===== src/include/tmcp_pkg.sv =====
// Shared constants and types for the transceiver mode and configuration port
package tmcp_pkg;
  // Register file geometry and the register index map
  localparam int REG_COUNT = 32;
  localparam int IDX_W = 5;
  localparam logic [4:0] CTRL_IDX = 5'h00;
  localparam logic [4:0] STATUS_IDX = 5'h01;
  localparam logic [7:0] REG_RESET = 8'h00;
  localparam logic [7:0] STATUS_RESET = 8'h00;
  // Control register fields
  localparam int CTRL_METER_EN_BIT = 0;
  localparam int CTRL_CONT_BIT = 1;
  localparam int CTRL_MOD_BIT = 2;
  localparam int CTRL_LVD_BIT = 3;
  localparam int CTRL_TX_BIT = 4;
  // Command byte fields
  localparam int CMD_N_MSB = 7;
  localparam int CMD_N_LSB = 6;
  localparam int CMD_A_MSB = 5;
  localparam int CMD_A_LSB = 1;
  localparam int CMD_RW_BIT = 0;
  localparam logic [2:0] LAST_BIT = 3'h7;
  // Signal meter timing, in digital clock periods
  localparam int DISCHARGE_PERIODS = 7;
  localparam int CONV_PERIODS = 16;
  localparam int UPDATE_PERIODS = 32;
  localparam logic [2:0] DISCH_LAST = 3'(DISCHARGE_PERIODS - 1);
  localparam logic [4:0] CONV_LAST = 5'(CONV_PERIODS - 1);
  localparam logic [4:0] UPD_LAST = 5'(UPDATE_PERIODS - 1);
  // Documented state numbers
  localparam int STATE_NUM_CONFIG = 1;
  localparam int STATE_NUM_TX = 30;
  localparam int STATE_NUM_STANDBY = 60;
  // Synchroniser lanes
  localparam int SYNC_W = 15;
  localparam int PIN_CS = 0;
  localparam int PIN_WAKE = 1;
  localparam int PIN_SEL = 2;
  localparam int PIN_SCLK = 3;
  localparam int PIN_MOSI = 4;
  localparam int PIN_SCTL = 5;
  localparam int PIN_LOCK = 6;
  localparam int PIN_IF_LSB = 7;
  localparam int PIN_LNA_LSB = 11;
  // Write FIFO
  localparam int FIFO_DEPTH = 16;
  localparam int FIFO_WIDTH = 13;
  typedef enum logic [1:0] {
    ST_STANDBY = 2'b00,
    ST_CONFIG = 2'b01,
    ST_RX = 2'b11,
    ST_TX = 2'b10
  } tmcp_mode_type;
endpackage : tmcp_pkg


===== src/core/tmcp_port.sv =====
// Mode control, signal meter, transmit path and configuration port
`timescale 1ns/100ps
module tmcp_fifo #(
  parameter int WIDTH = 13,
  parameter int DEPTH = 16
) (
  input wire logic sys_clk,
  input wire logic rst,
  input wire logic in_valid,
  output logic in_ready,
  input wire logic [WIDTH-1:0] in_data,
  output logic out_valid,
  input wire logic out_ready,
  output logic [WIDTH-1:0] out_data
);
  localparam int PW = $clog2(DEPTH);
  logic [WIDTH-1:0] mem_r [DEPTH];
  logic [PW-1:0] wp_r, wp_nxt, rp_r, rp_nxt;
  logic [PW:0] cnt_r, cnt_nxt;
  logic push, pop;

  always_comb begin
    in_ready = (cnt_r != (PW+1)'(DEPTH));
    out_valid = (cnt_r != '0);
    push = in_valid & in_ready;
    pop = out_valid & out_ready;
    wp_nxt = push ? wp_r + 1'b1 : wp_r;
    rp_nxt = pop ? rp_r + 1'b1 : rp_r;
    cnt_nxt = cnt_r + (PW+1)'(push) - (PW+1)'(pop);
  end

  assign out_data = mem_r[rp_r];

  always_ff @(posedge sys_clk) begin
    if (rst) begin
      wp_r <= '0;
      rp_r <= '0;
      cnt_r <= '0;
    end else begin
      wp_r <= wp_nxt;
      rp_r <= rp_nxt;
      cnt_r <= cnt_nxt;
    end
  end

  // Storage needs no reset; only entries below the count are read
  always_ff @(posedge sys_clk) begin
    if (push) begin
      mem_r[wp_r] <= in_data;
    end
  end
endmodule : tmcp_fifo

// Summary of operation
// - Meter disabled: powered down, analog output released
// - Status low nibble in-band, high nibble wideband
// - Shared converter, 16 periods, refresh every 32
// - Discharge 7 periods, then sample while high
// - Sample mode falling edge freezes result
// - Continuous mode keeps refreshing the status
// - Transmit: port deselected, master-out modulates
// - On-off keying: master-out gates output stage
// - Frequency keying: master-out picks the carrier
// - Transmit is one transparent state
// - Unlocked synthesizer forces output stage off
// - Standby: select high, wake low, ignore data
// - Detector enable chooses standby or detect
// - Standby exits only into configuration mode
// - Byte transfers, first byte is command
// - Command: count, start index, direction
// - Count field gives 1, 2, 4, 8
// - Index advances after each data byte
// - Byte taken on eighth falling edge
// - Entering configuration keeps register contents
// - Select low forces configuration state; from standby only while wake is high
module tmcp_port #(
  parameter int DIG_DIV = 8
) (
  input wire logic sys_clk,
  input wire logic rst,
  input wire logic config_select_n,
  input wire logic wake,
  input wire logic port_select_n,
  input wire logic sclk,
  input wire logic mosi,
  output logic miso_o,
  output logic miso_oe_n,
  input wire logic signal_meter_sample_ctrl,
  input wire logic pll_locked,
  input wire logic [3:0] if_level,
  input wire logic [3:0] lna_level,
  output logic peak_discharge_switch,
  output logic peak_sample_switch,
  output logic signal_meter_power,
  output logic signal_level_analog_out_oe_n,
  output logic rf_stage_on,
  output logic carrier_select,
  output logic standby_active,
  output logic lvd_active,
  output logic config_active,
  output logic cfg_fifo_ready
);
  localparam int DW = $clog2(DIG_DIV + 1);
  localparam logic [DW-1:0] DIV_LAST = DW'(DIG_DIV - 1);

  // Two-stage synchronisers for every pin and analog comparator input
  logic [tmcp_pkg::SYNC_W-1:0] raw, s1_r, s2_r;
  assign raw = {lna_level, if_level, pll_locked, signal_meter_sample_ctrl, mosi, sclk,
                port_select_n, wake, config_select_n};
  for (genvar g = 0; g < tmcp_pkg::SYNC_W; g++) begin : g_sync
    always_ff @(posedge sys_clk) begin
      if (rst) begin
        s1_r[g] <= 1'b0;
        s2_r[g] <= 1'b0;
      end else begin
        s1_r[g] <= raw[g];
        s2_r[g] <= s1_r[g];
      end
    end
  end

  logic cs_low, wake_s, sel_low, sclk_s, mosi_s, sctl_s, lock_s;
  logic [3:0] if_s, lna_s;
  always_comb begin
    cs_low = ~s2_r[tmcp_pkg::PIN_CS];
    wake_s = s2_r[tmcp_pkg::PIN_WAKE];
    sel_low = ~s2_r[tmcp_pkg::PIN_SEL];
    sclk_s = s2_r[tmcp_pkg::PIN_SCLK];
    mosi_s = s2_r[tmcp_pkg::PIN_MOSI];
    sctl_s = s2_r[tmcp_pkg::PIN_SCTL];
    lock_s = s2_r[tmcp_pkg::PIN_LOCK];
    if_s = s2_r[tmcp_pkg::PIN_IF_LSB +: 4];
    lna_s = s2_r[tmcp_pkg::PIN_LNA_LSB +: 4];
  end

  // Register file and control decode
  logic [7:0] regs_r [tmcp_pkg::REG_COUNT];
  logic [7:0] status_r, status_nxt, ctrl;
  logic meter_en_bit, cont_bit, mod_bit, lvd_bit, tx_bit;
  always_comb begin
    ctrl = regs_r[tmcp_pkg::CTRL_IDX];
    meter_en_bit = ctrl[tmcp_pkg::CTRL_METER_EN_BIT];
    cont_bit = ctrl[tmcp_pkg::CTRL_CONT_BIT];
    mod_bit = ctrl[tmcp_pkg::CTRL_MOD_BIT];
    lvd_bit = ctrl[tmcp_pkg::CTRL_LVD_BIT];
    tx_bit = ctrl[tmcp_pkg::CTRL_TX_BIT];
  end

  function automatic logic [7:0] rd_reg(input logic [4:0] i);
    rd_reg = (i == tmcp_pkg::STATUS_IDX) ? status_r : regs_r[i];
  endfunction : rd_reg

  // Mode control
  tmcp_pkg::tmcp_mode_type mode_r, mode_nxt;
  always_comb begin
    mode_nxt = mode_r;
    case (mode_r)
      tmcp_pkg::ST_STANDBY: begin
        if (cs_low && wake_s) begin
          mode_nxt = tmcp_pkg::ST_CONFIG;
        end
      end
      tmcp_pkg::ST_CONFIG: begin
        if (!cs_low) begin
          if (!wake_s) begin
            mode_nxt = tmcp_pkg::ST_STANDBY;
          end else if (tx_bit) begin
            mode_nxt = tmcp_pkg::ST_TX;
          end else begin
            mode_nxt = tmcp_pkg::ST_RX;
          end
        end
      end
      tmcp_pkg::ST_RX, tmcp_pkg::ST_TX: begin
        if (cs_low) begin
          mode_nxt = tmcp_pkg::ST_CONFIG;
        end else if (!wake_s) begin
          mode_nxt = tmcp_pkg::ST_STANDBY;
        end
      end
      default: mode_nxt = tmcp_pkg::ST_STANDBY;
    endcase
  end

  // Configuration port: serial slave, sample on falling clock edges
  logic sclk_q_r, sclk_q_nxt, fall;
  logic [2:0] bit_r, bit_nxt;
  logic [7:0] sh_in_r, sh_in_nxt, sh_out_r, sh_out_nxt, byte_in;
  logic have_cmd_r, have_cmd_nxt, wr_r, wr_nxt;
  logic [4:0] idx_r, idx_nxt;
  logic [3:0] left_r, left_nxt;
  logic port_on, push, rd_load;
  logic [tmcp_pkg::FIFO_WIDTH-1:0] push_data, drain_data;
  logic drain_valid, drain_ready;

  always_comb begin
    port_on = (mode_r == tmcp_pkg::ST_CONFIG) && cs_low && sel_low;
    fall = sclk_q_r & ~sclk_s;
    byte_in = {sh_in_r[6:0], mosi_s};
    sclk_q_nxt = sclk_s;
    bit_nxt = bit_r;
    sh_in_nxt = sh_in_r;
    sh_out_nxt = sh_out_r;
    have_cmd_nxt = have_cmd_r;
    wr_nxt = wr_r;
    idx_nxt = idx_r;
    left_nxt = left_r;
    push = 1'b0;
    rd_load = 1'b0;
    push_data = {idx_r, byte_in};
    if (!port_on) begin
      // A partial byte dies with the select edge
      bit_nxt = '0;
      have_cmd_nxt = 1'b0;
      left_nxt = '0;
      sh_out_nxt = '0;
    end else if (fall) begin
      sh_in_nxt = byte_in;
      bit_nxt = bit_r + 3'h1;
      sh_out_nxt = {sh_out_r[6:0], 1'b0};
      if (bit_r == tmcp_pkg::LAST_BIT) begin
        if (!have_cmd_r) begin
          have_cmd_nxt = 1'b1;
          wr_nxt = byte_in[tmcp_pkg::CMD_RW_BIT];
          idx_nxt = byte_in[tmcp_pkg::CMD_A_MSB:tmcp_pkg::CMD_A_LSB];
          left_nxt = 4'h1 << byte_in[tmcp_pkg::CMD_N_MSB:tmcp_pkg::CMD_N_LSB];
          if (!byte_in[tmcp_pkg::CMD_RW_BIT]) begin
            sh_out_nxt = rd_reg(idx_nxt);
            rd_load = 1'b1;
          end
        end else if (left_r != '0) begin
          push = wr_r;
          left_nxt = left_r - 4'h1;
          idx_nxt = idx_r + 5'h01;
          if (!wr_r && left_r != 4'h1) begin
            sh_out_nxt = rd_reg(idx_nxt);
            rd_load = 1'b1;
          end
        end
      end
    end
  end

  always_ff @(posedge sys_clk) begin
    if (rst) begin
      sclk_q_r <= 1'b0;
      bit_r <= '0;
      sh_in_r <= '0;
      sh_out_r <= '0;
      have_cmd_r <= 1'b0;
      wr_r <= 1'b0;
      idx_r <= '0;
      left_r <= '0;
    end else begin
      sclk_q_r <= sclk_q_nxt;
      bit_r <= bit_nxt;
      sh_in_r <= sh_in_nxt;
      sh_out_r <= sh_out_nxt;
      have_cmd_r <= have_cmd_nxt;
      wr_r <= wr_nxt;
      idx_r <= idx_nxt;
      left_r <= left_nxt;
    end
  end

  // Written bytes queue here; a full queue drops the byte and shows it
  tmcp_fifo #(
    .WIDTH(tmcp_pkg::FIFO_WIDTH),
    .DEPTH(tmcp_pkg::FIFO_DEPTH)
  ) u_wfifo (
    .sys_clk(sys_clk),
    .rst(rst),
    .in_valid(push),
    .in_ready(cfg_fifo_ready),
    .in_data(push_data),
    .out_valid(drain_valid),
    .out_ready(drain_ready),
    .out_data(drain_data)
  );

  // Drain yields to a register read load so both never land together
  assign drain_ready = ~rd_load;

  // Contents change only by written bytes, never by a mode change
  always_ff @(posedge sys_clk) begin
    if (rst) begin
      for (int i = 0; i < tmcp_pkg::REG_COUNT; i++) begin
        regs_r[i] <= tmcp_pkg::REG_RESET;
      end
    end else if (drain_valid && drain_ready &&
                 drain_data[12:8] != tmcp_pkg::STATUS_IDX) begin
      regs_r[drain_data[12:8]] <= drain_data[7:0];
    end
  end

  // Signal meter
  logic meter_on;
  logic [DW-1:0] div_r, div_nxt;
  logic tick;
  logic [4:0] phase_r, phase_nxt;
  logic [2:0] dcnt_r, dcnt_nxt;
  logic disch_r, disch_nxt, samp_r, samp_nxt, frozen_r, frozen_nxt, sctl_q_r, sctl_q_nxt;
  always_comb begin
    meter_on = meter_en_bit && (mode_r == tmcp_pkg::ST_RX);
    tick = (div_r == DIV_LAST);
    div_nxt = tick ? '0 : div_r + DW'(1);
    phase_nxt = phase_r;
    dcnt_nxt = dcnt_r;
    disch_nxt = disch_r;
    frozen_nxt = frozen_r;
    status_nxt = status_r;
    sctl_q_nxt = sctl_s;
    if (!meter_on) begin
      // Meter held idle while disabled; only the period divider keeps running
      phase_nxt = '0;
      dcnt_nxt = '0;
      disch_nxt = 1'b0;
      frozen_nxt = 1'b0;
      sctl_q_nxt = 1'b0;
    end else begin
      if (sctl_s && !sctl_q_r) begin
        disch_nxt = 1'b1;
        dcnt_nxt = '0;
        frozen_nxt = 1'b0;
      end else if (tick && disch_r) begin
        dcnt_nxt = dcnt_r + 3'h1;
        if (dcnt_r == tmcp_pkg::DISCH_LAST) begin
          disch_nxt = 1'b0;
        end
      end
      if (!sctl_s && sctl_q_r && !cont_bit) begin
        frozen_nxt = 1'b1;
      end
      // The host keeps the pulse long enough for one refresh
      if (tick && (!frozen_r || cont_bit)) begin
        phase_nxt = phase_r + 5'h01;
        if (phase_r == tmcp_pkg::CONV_LAST) begin
          status_nxt[3:0] = if_s;
        end
        if (phase_r == tmcp_pkg::UPD_LAST) begin
          status_nxt[7:4] = lna_s;
        end
      end
    end
    samp_nxt = meter_on && sctl_s && !disch_nxt && !(frozen_nxt && !cont_bit);
  end

  always_ff @(posedge sys_clk) begin
    if (rst) begin
      div_r <= '0;
      phase_r <= '0;
      dcnt_r <= '0;
      disch_r <= 1'b0;
      samp_r <= 1'b0;
      frozen_r <= 1'b0;
      sctl_q_r <= 1'b0;
      status_r <= tmcp_pkg::STATUS_RESET;
    end else begin
      div_r <= div_nxt;
      phase_r <= phase_nxt;
      dcnt_r <= dcnt_nxt;
      disch_r <= disch_nxt;
      samp_r <= samp_nxt;
      frozen_r <= frozen_nxt;
      sctl_q_r <= sctl_q_nxt;
      status_r <= status_nxt;
    end
  end

  // Transmit path and mode outputs
  logic rf_r, rf_nxt, car_r, car_nxt, meter_pwr_r;
  logic stby_r, stby_nxt, lvd_r, lvd_nxt, cfg_r, cfg_nxt, oe_r, oe_nxt;
  always_comb begin
    rf_nxt = 1'b0;
    car_nxt = 1'b0;
    if (mode_nxt == tmcp_pkg::ST_TX && lock_s) begin
      rf_nxt = mod_bit ? 1'b1 : mosi_s;
      car_nxt = mod_bit & mosi_s;
    end
    stby_nxt = (mode_nxt == tmcp_pkg::ST_STANDBY) && !lvd_bit;
    lvd_nxt = (mode_nxt == tmcp_pkg::ST_STANDBY) && lvd_bit;
    cfg_nxt = (mode_nxt == tmcp_pkg::ST_CONFIG);
    oe_nxt = port_on && have_cmd_nxt && !wr_nxt && (left_nxt != '0);
  end

  always_ff @(posedge sys_clk) begin
    if (rst) begin
      mode_r <= tmcp_pkg::ST_STANDBY;
      rf_r <= 1'b0;
      car_r <= 1'b0;
      meter_pwr_r <= 1'b0;
      stby_r <= 1'b1;
      lvd_r <= 1'b0;
      cfg_r <= 1'b0;
      oe_r <= 1'b0;
    end else begin
      mode_r <= mode_nxt;
      rf_r <= rf_nxt;
      car_r <= car_nxt;
      meter_pwr_r <= meter_on;
      stby_r <= stby_nxt;
      lvd_r <= lvd_nxt;
      cfg_r <= cfg_nxt;
      oe_r <= oe_nxt;
    end
  end

  assign miso_o = sh_out_r[7];
  assign miso_oe_n = ~oe_r;
  assign peak_discharge_switch = disch_r;
  assign peak_sample_switch = samp_r;
  assign signal_meter_power = meter_pwr_r;
  assign signal_level_analog_out_oe_n = ~meter_pwr_r;
  assign rf_stage_on = rf_r;
  assign carrier_select = car_r;
  assign standby_active = stby_r;
  assign lvd_active = lvd_r;
  assign config_active = cfg_r;
endmodule : tmcp_port


===== config.mk =====
export PLATFORM = sky130hd
export DESIGN_NAME = tmcp_port
export DESIGN_NICKNAME = d
export VERILOG_FILES = /design/src/include/tmcp_pkg.sv /design/src/core/tmcp_port.sv
export SDC_FILE = /design/constraint.sdc
export NUM_CORES = 1
export LEC_CHECK = 0
export BUFFER_PORTS_ARGS = -buffer_cell sky130_fd_sc_hd__buf_2
export CORE_MARGIN = 3
export CORE_UTILIZATION = 57
export DETAILED_ROUTE_END_ITERATION = 8
export PLACE_DENSITY = 0.74
export SLEW_MARGIN = 10
export SYNTH_ARGS = -nofsm -noshare
export SYNTH_HDL_FRONTEND = slang
export SYNTH_SLANG_ARGS = --single-unit

===== constraint.sdc =====
create_clock -name sys_clk -period 4.4 [get_ports sys_clk]
set_clock_uncertainty 0.2 [all_clocks]
set_input_delay 0.66 -clock sys_clk [delete_from_list [all_inputs] [get_ports sys_clk]]
set_output_delay 0.66 -clock sys_clk [all_outputs]
set_load 0.005 [all_outputs]

==> impl_metrics.ini <==
[outcome]
status = finished, final reports clean

[hold_path]
whs_endpoint = s1_r[2]
hold_class = primary input to flop
min_from = port_select_n
min_path_cells = 2

[critical_path]
rrSetupSlack_ns = 0.42
reg2regPathDepth = 8
worstSetupStartpointType = flop
reg2reg_from = left_r[0]
crit_required_ns = 4.46
slowest_stage = nor4b_2
critPathArrivalTime_ns = 4.04
worstPathMaxFanout = 9
endpoint_kind = flop
critPathKind = flop to flop
cp_slowest_stage_delay_ns = 0.95
crit_chain = inv_1 > ha_1 > nor2_1 > o31ai_1 > a21oi_2 > nor4b_2 > nand3_1 > nand2b_1
r2r-end = regs_r[7][0]

[sta]
finalHoldViolCount = 0
finalCritPeriodShare_pct = 90.5
fin_setup_tns_ns = 0
setup_viol = 0
finalWorstSetupSlack_ns = 0.419
fmax_mhz = 251
period_needed_ns = 3.98
tightest_slew_ns = 1.04
drv_slew = 0
relSlewSlack_pct = 30.2
rsz0062_at_grt = false

[power]
power_density_nw_per_um2 = 470
leakage_nw = 9.74
power_mw = 13.7
ir_drop_mv = 0.355

[yosys]
netlist-cell-type-count = 71
yosys-top-cells-area = edfxtp_1 53%, mux4_2 16%, dfxtp_1 8.8%, nor2_1 5.0%, mux2i_1 1.6%
synth_top_area_share_pct = 53.4
ys_warn_count = 0
ys_ff_latch = 579
yosysMostFrequentCell = edfxtp_1
ys_top_cells_by_count = 464 x edfxtp_1, 345 x nor2_1, 186 x mux4_2
syn_area_sq_um = 26100
syn-instance-count = 1804
synth_ff_type = edfxtp_1
synth_edf_count = 464
synth-async-reset-ratio_pct = 0
ys_seq_area_share_pct = 62.2
avgSynthCellArea_sq_um = 14.5
synth_top_cell_by_area = edfxtp_1

[detailed_routing]
final_antenna_net_count = 0
dr.pass1.iters = 8
top_layer = met4
num_vias = 16658
drcViolationCount = 0
wl_met1_mm = 25.8
wl_met2_mm = 31.8
vias_per_cell = 6.67
routed_wl_mm = 69.9
wl_per_cell_microns = 28.0
dr_wl_met3_mm = 9.49
drtIter0Drc = 2628

[global_routing]
grt_overflow = 0
grt_usage_pct = 29.5
grt_max_degree = 68
antenna_found_initial = 2
grt_pass1_vias = 16248
grt_pass1_wl_mm = 104

[placement]
place_area_sq_um = 27200
gp_congestion = 0.967
preCtsSetupSlack_ns = 0.575
port_buffers = 28
hpwl_mm = 47.1

[clocking]
clock_latency_ns = 0.63
clockBufferDepth = 3
cts.sinks = 579
cts_resized = 0
root_buffer = clkbuf_16
h-tree-depth = 2
clkTransAtPathRegs_ns = 0.06
cts_tree = yes
cts_buffers = 57
ctsHoldBuffers = 0
post-cts-setup-buffers = 0

[job]
max_cap_viol_count = 0

[floorplan]
die_h_microns = 220
ios = 29
dieArea_sq_um = 48400
start_util_pct = 58.4
num_rows = 77
die-width_microns = 220
core_area_sq_um = 44700

[cells_and_area]
drive_gt1_share_pct = 23.2
area_growth_pct = 11.6
nets = 1902
n_antenna_cell = 0
final_area_sq_um = 29100
per-stage QoR:
stage          cells  hold WS (ns)  util [%]
2_1_floorplan   1811         0.214         -
3_3_place_gp    2394         0.227      60.9
3_5_place_dp    2394         0.228      60.9
4_1_cts         2498        0.0392      65.1
5_1_grt         2498        0.0598      65.1
6_report        2498        0.0596      65.1
cell type report:
type	count	area (sq um)
Clock buffer	74	1600
Clock inverter	30	279
Fill cell	3055	15600
Inverter	25	93.8
Multi-Input combinational cell	1094	9400
Sequential cell	579	16200
Tap cell	592	741
Timing Repair Buffer	104	751
how the worst max path moves through the flow:
stage | start | to | slack, ns | depth (start not counted)
2_1_floorplan | idx_r[0] | sh_out_r[5] | 0.13 | 12
3_3_place_gp | flop | regs_r[20][6] | 0.62 | 5
3_5_place_dp | left_r[0] | regs_r[7][0] | 0.58 | 8
4_1_cts | left_r[0] | regs_r[7][3] | 0.53 | 8
5_1_grt | left_r[0] | regs_r[23][4] | 0.20 | 8
6_report | left_r[0] | regs_r[7][0] | 0.42 | 8
power breakdown:
part / leakage, nW / internal (mW) / total, mW / switching, mW
sequential: 5.54 / 6.18 / 6.42 / 0.241
clock: 0.915 / 2.79 / 4.87 / 2.08
combinational: 3.29 / 0.886 / 2.40 / 1.51
kinds of logic (layout without fill, tap and decap cells):
kind of cell	Yosys count	in the layout	synth area share, %
and+or+nand+nor	648	648	11.5
xor gates and xnor gates	22	22	0.738
adders and majority gates	24	24	1.18
AOI/OAI and AO/OA	151	151	3.77
other	1	8	0.0144
muxes	241	241	18.4
buffers and inverters	138	233	2.18
DFF	579	579	62.2
flip-flops by register name, summed over array words and instances (netlist names), 5 cells and up, named ones only:
signal         flops
idx_r              5
phase_r            5
status_r           8
s1_r              15
u_wfifo.cnt_r      5
u_wfifo.mem_r    208
sh_in_r            7
sh_out_r           8
regs_r           256
worst max-delay path: cells and delay by family (launching register included):
family	cells	cell delay, ns
AO/OA/AOI/OAI	2	0.70
adder cells (fa/ha/maj)	1	0.23
flip-flops	1	0.35
AND/OR/NAND/NOR	4	2.07
buffers and inverters	1	0.08
layer usage:
| layer | track usage (%) | vias to the layer above |
|---|---|---|
| met5 | 0 | - |
| met4 | 10.7 | 0 |
| met3 | 9.32 | 192 |
| met2 | 44.7 | 1154 |
| met1 | 40.9 | 8362 |
| li1 | - | 6950 |
cells in the final DEF (no fill, tap or decap), drive strengths merged, types with 6 or more instances in the layout:
cell	Yosys	layout
a211oi	7	7
a21o	7	7
a21oi	41	41
a22oi	19	19
and2	6	6
and3	9	9
buf	42	104
clkbuf	71	74
clkinv	0	21
conb	1	8
dfxtp	115	115
edfxtp	464	464
ha	23	23
inv	25	26
mux2	9	9
mux2i	43	43
mux4	189	189
nand2	95	95
nand2b	29	29
nand3	51	51
nand4	6	6
nor2	346	346
nor2b	44	44
nor3	16	16
o21ai	36	36
o21bai	7	7
o221ai	8	8
or2	18	18
xnor2	14	14
xor2	8	8
Note: power is estimated with default switching activity, not from simulation.
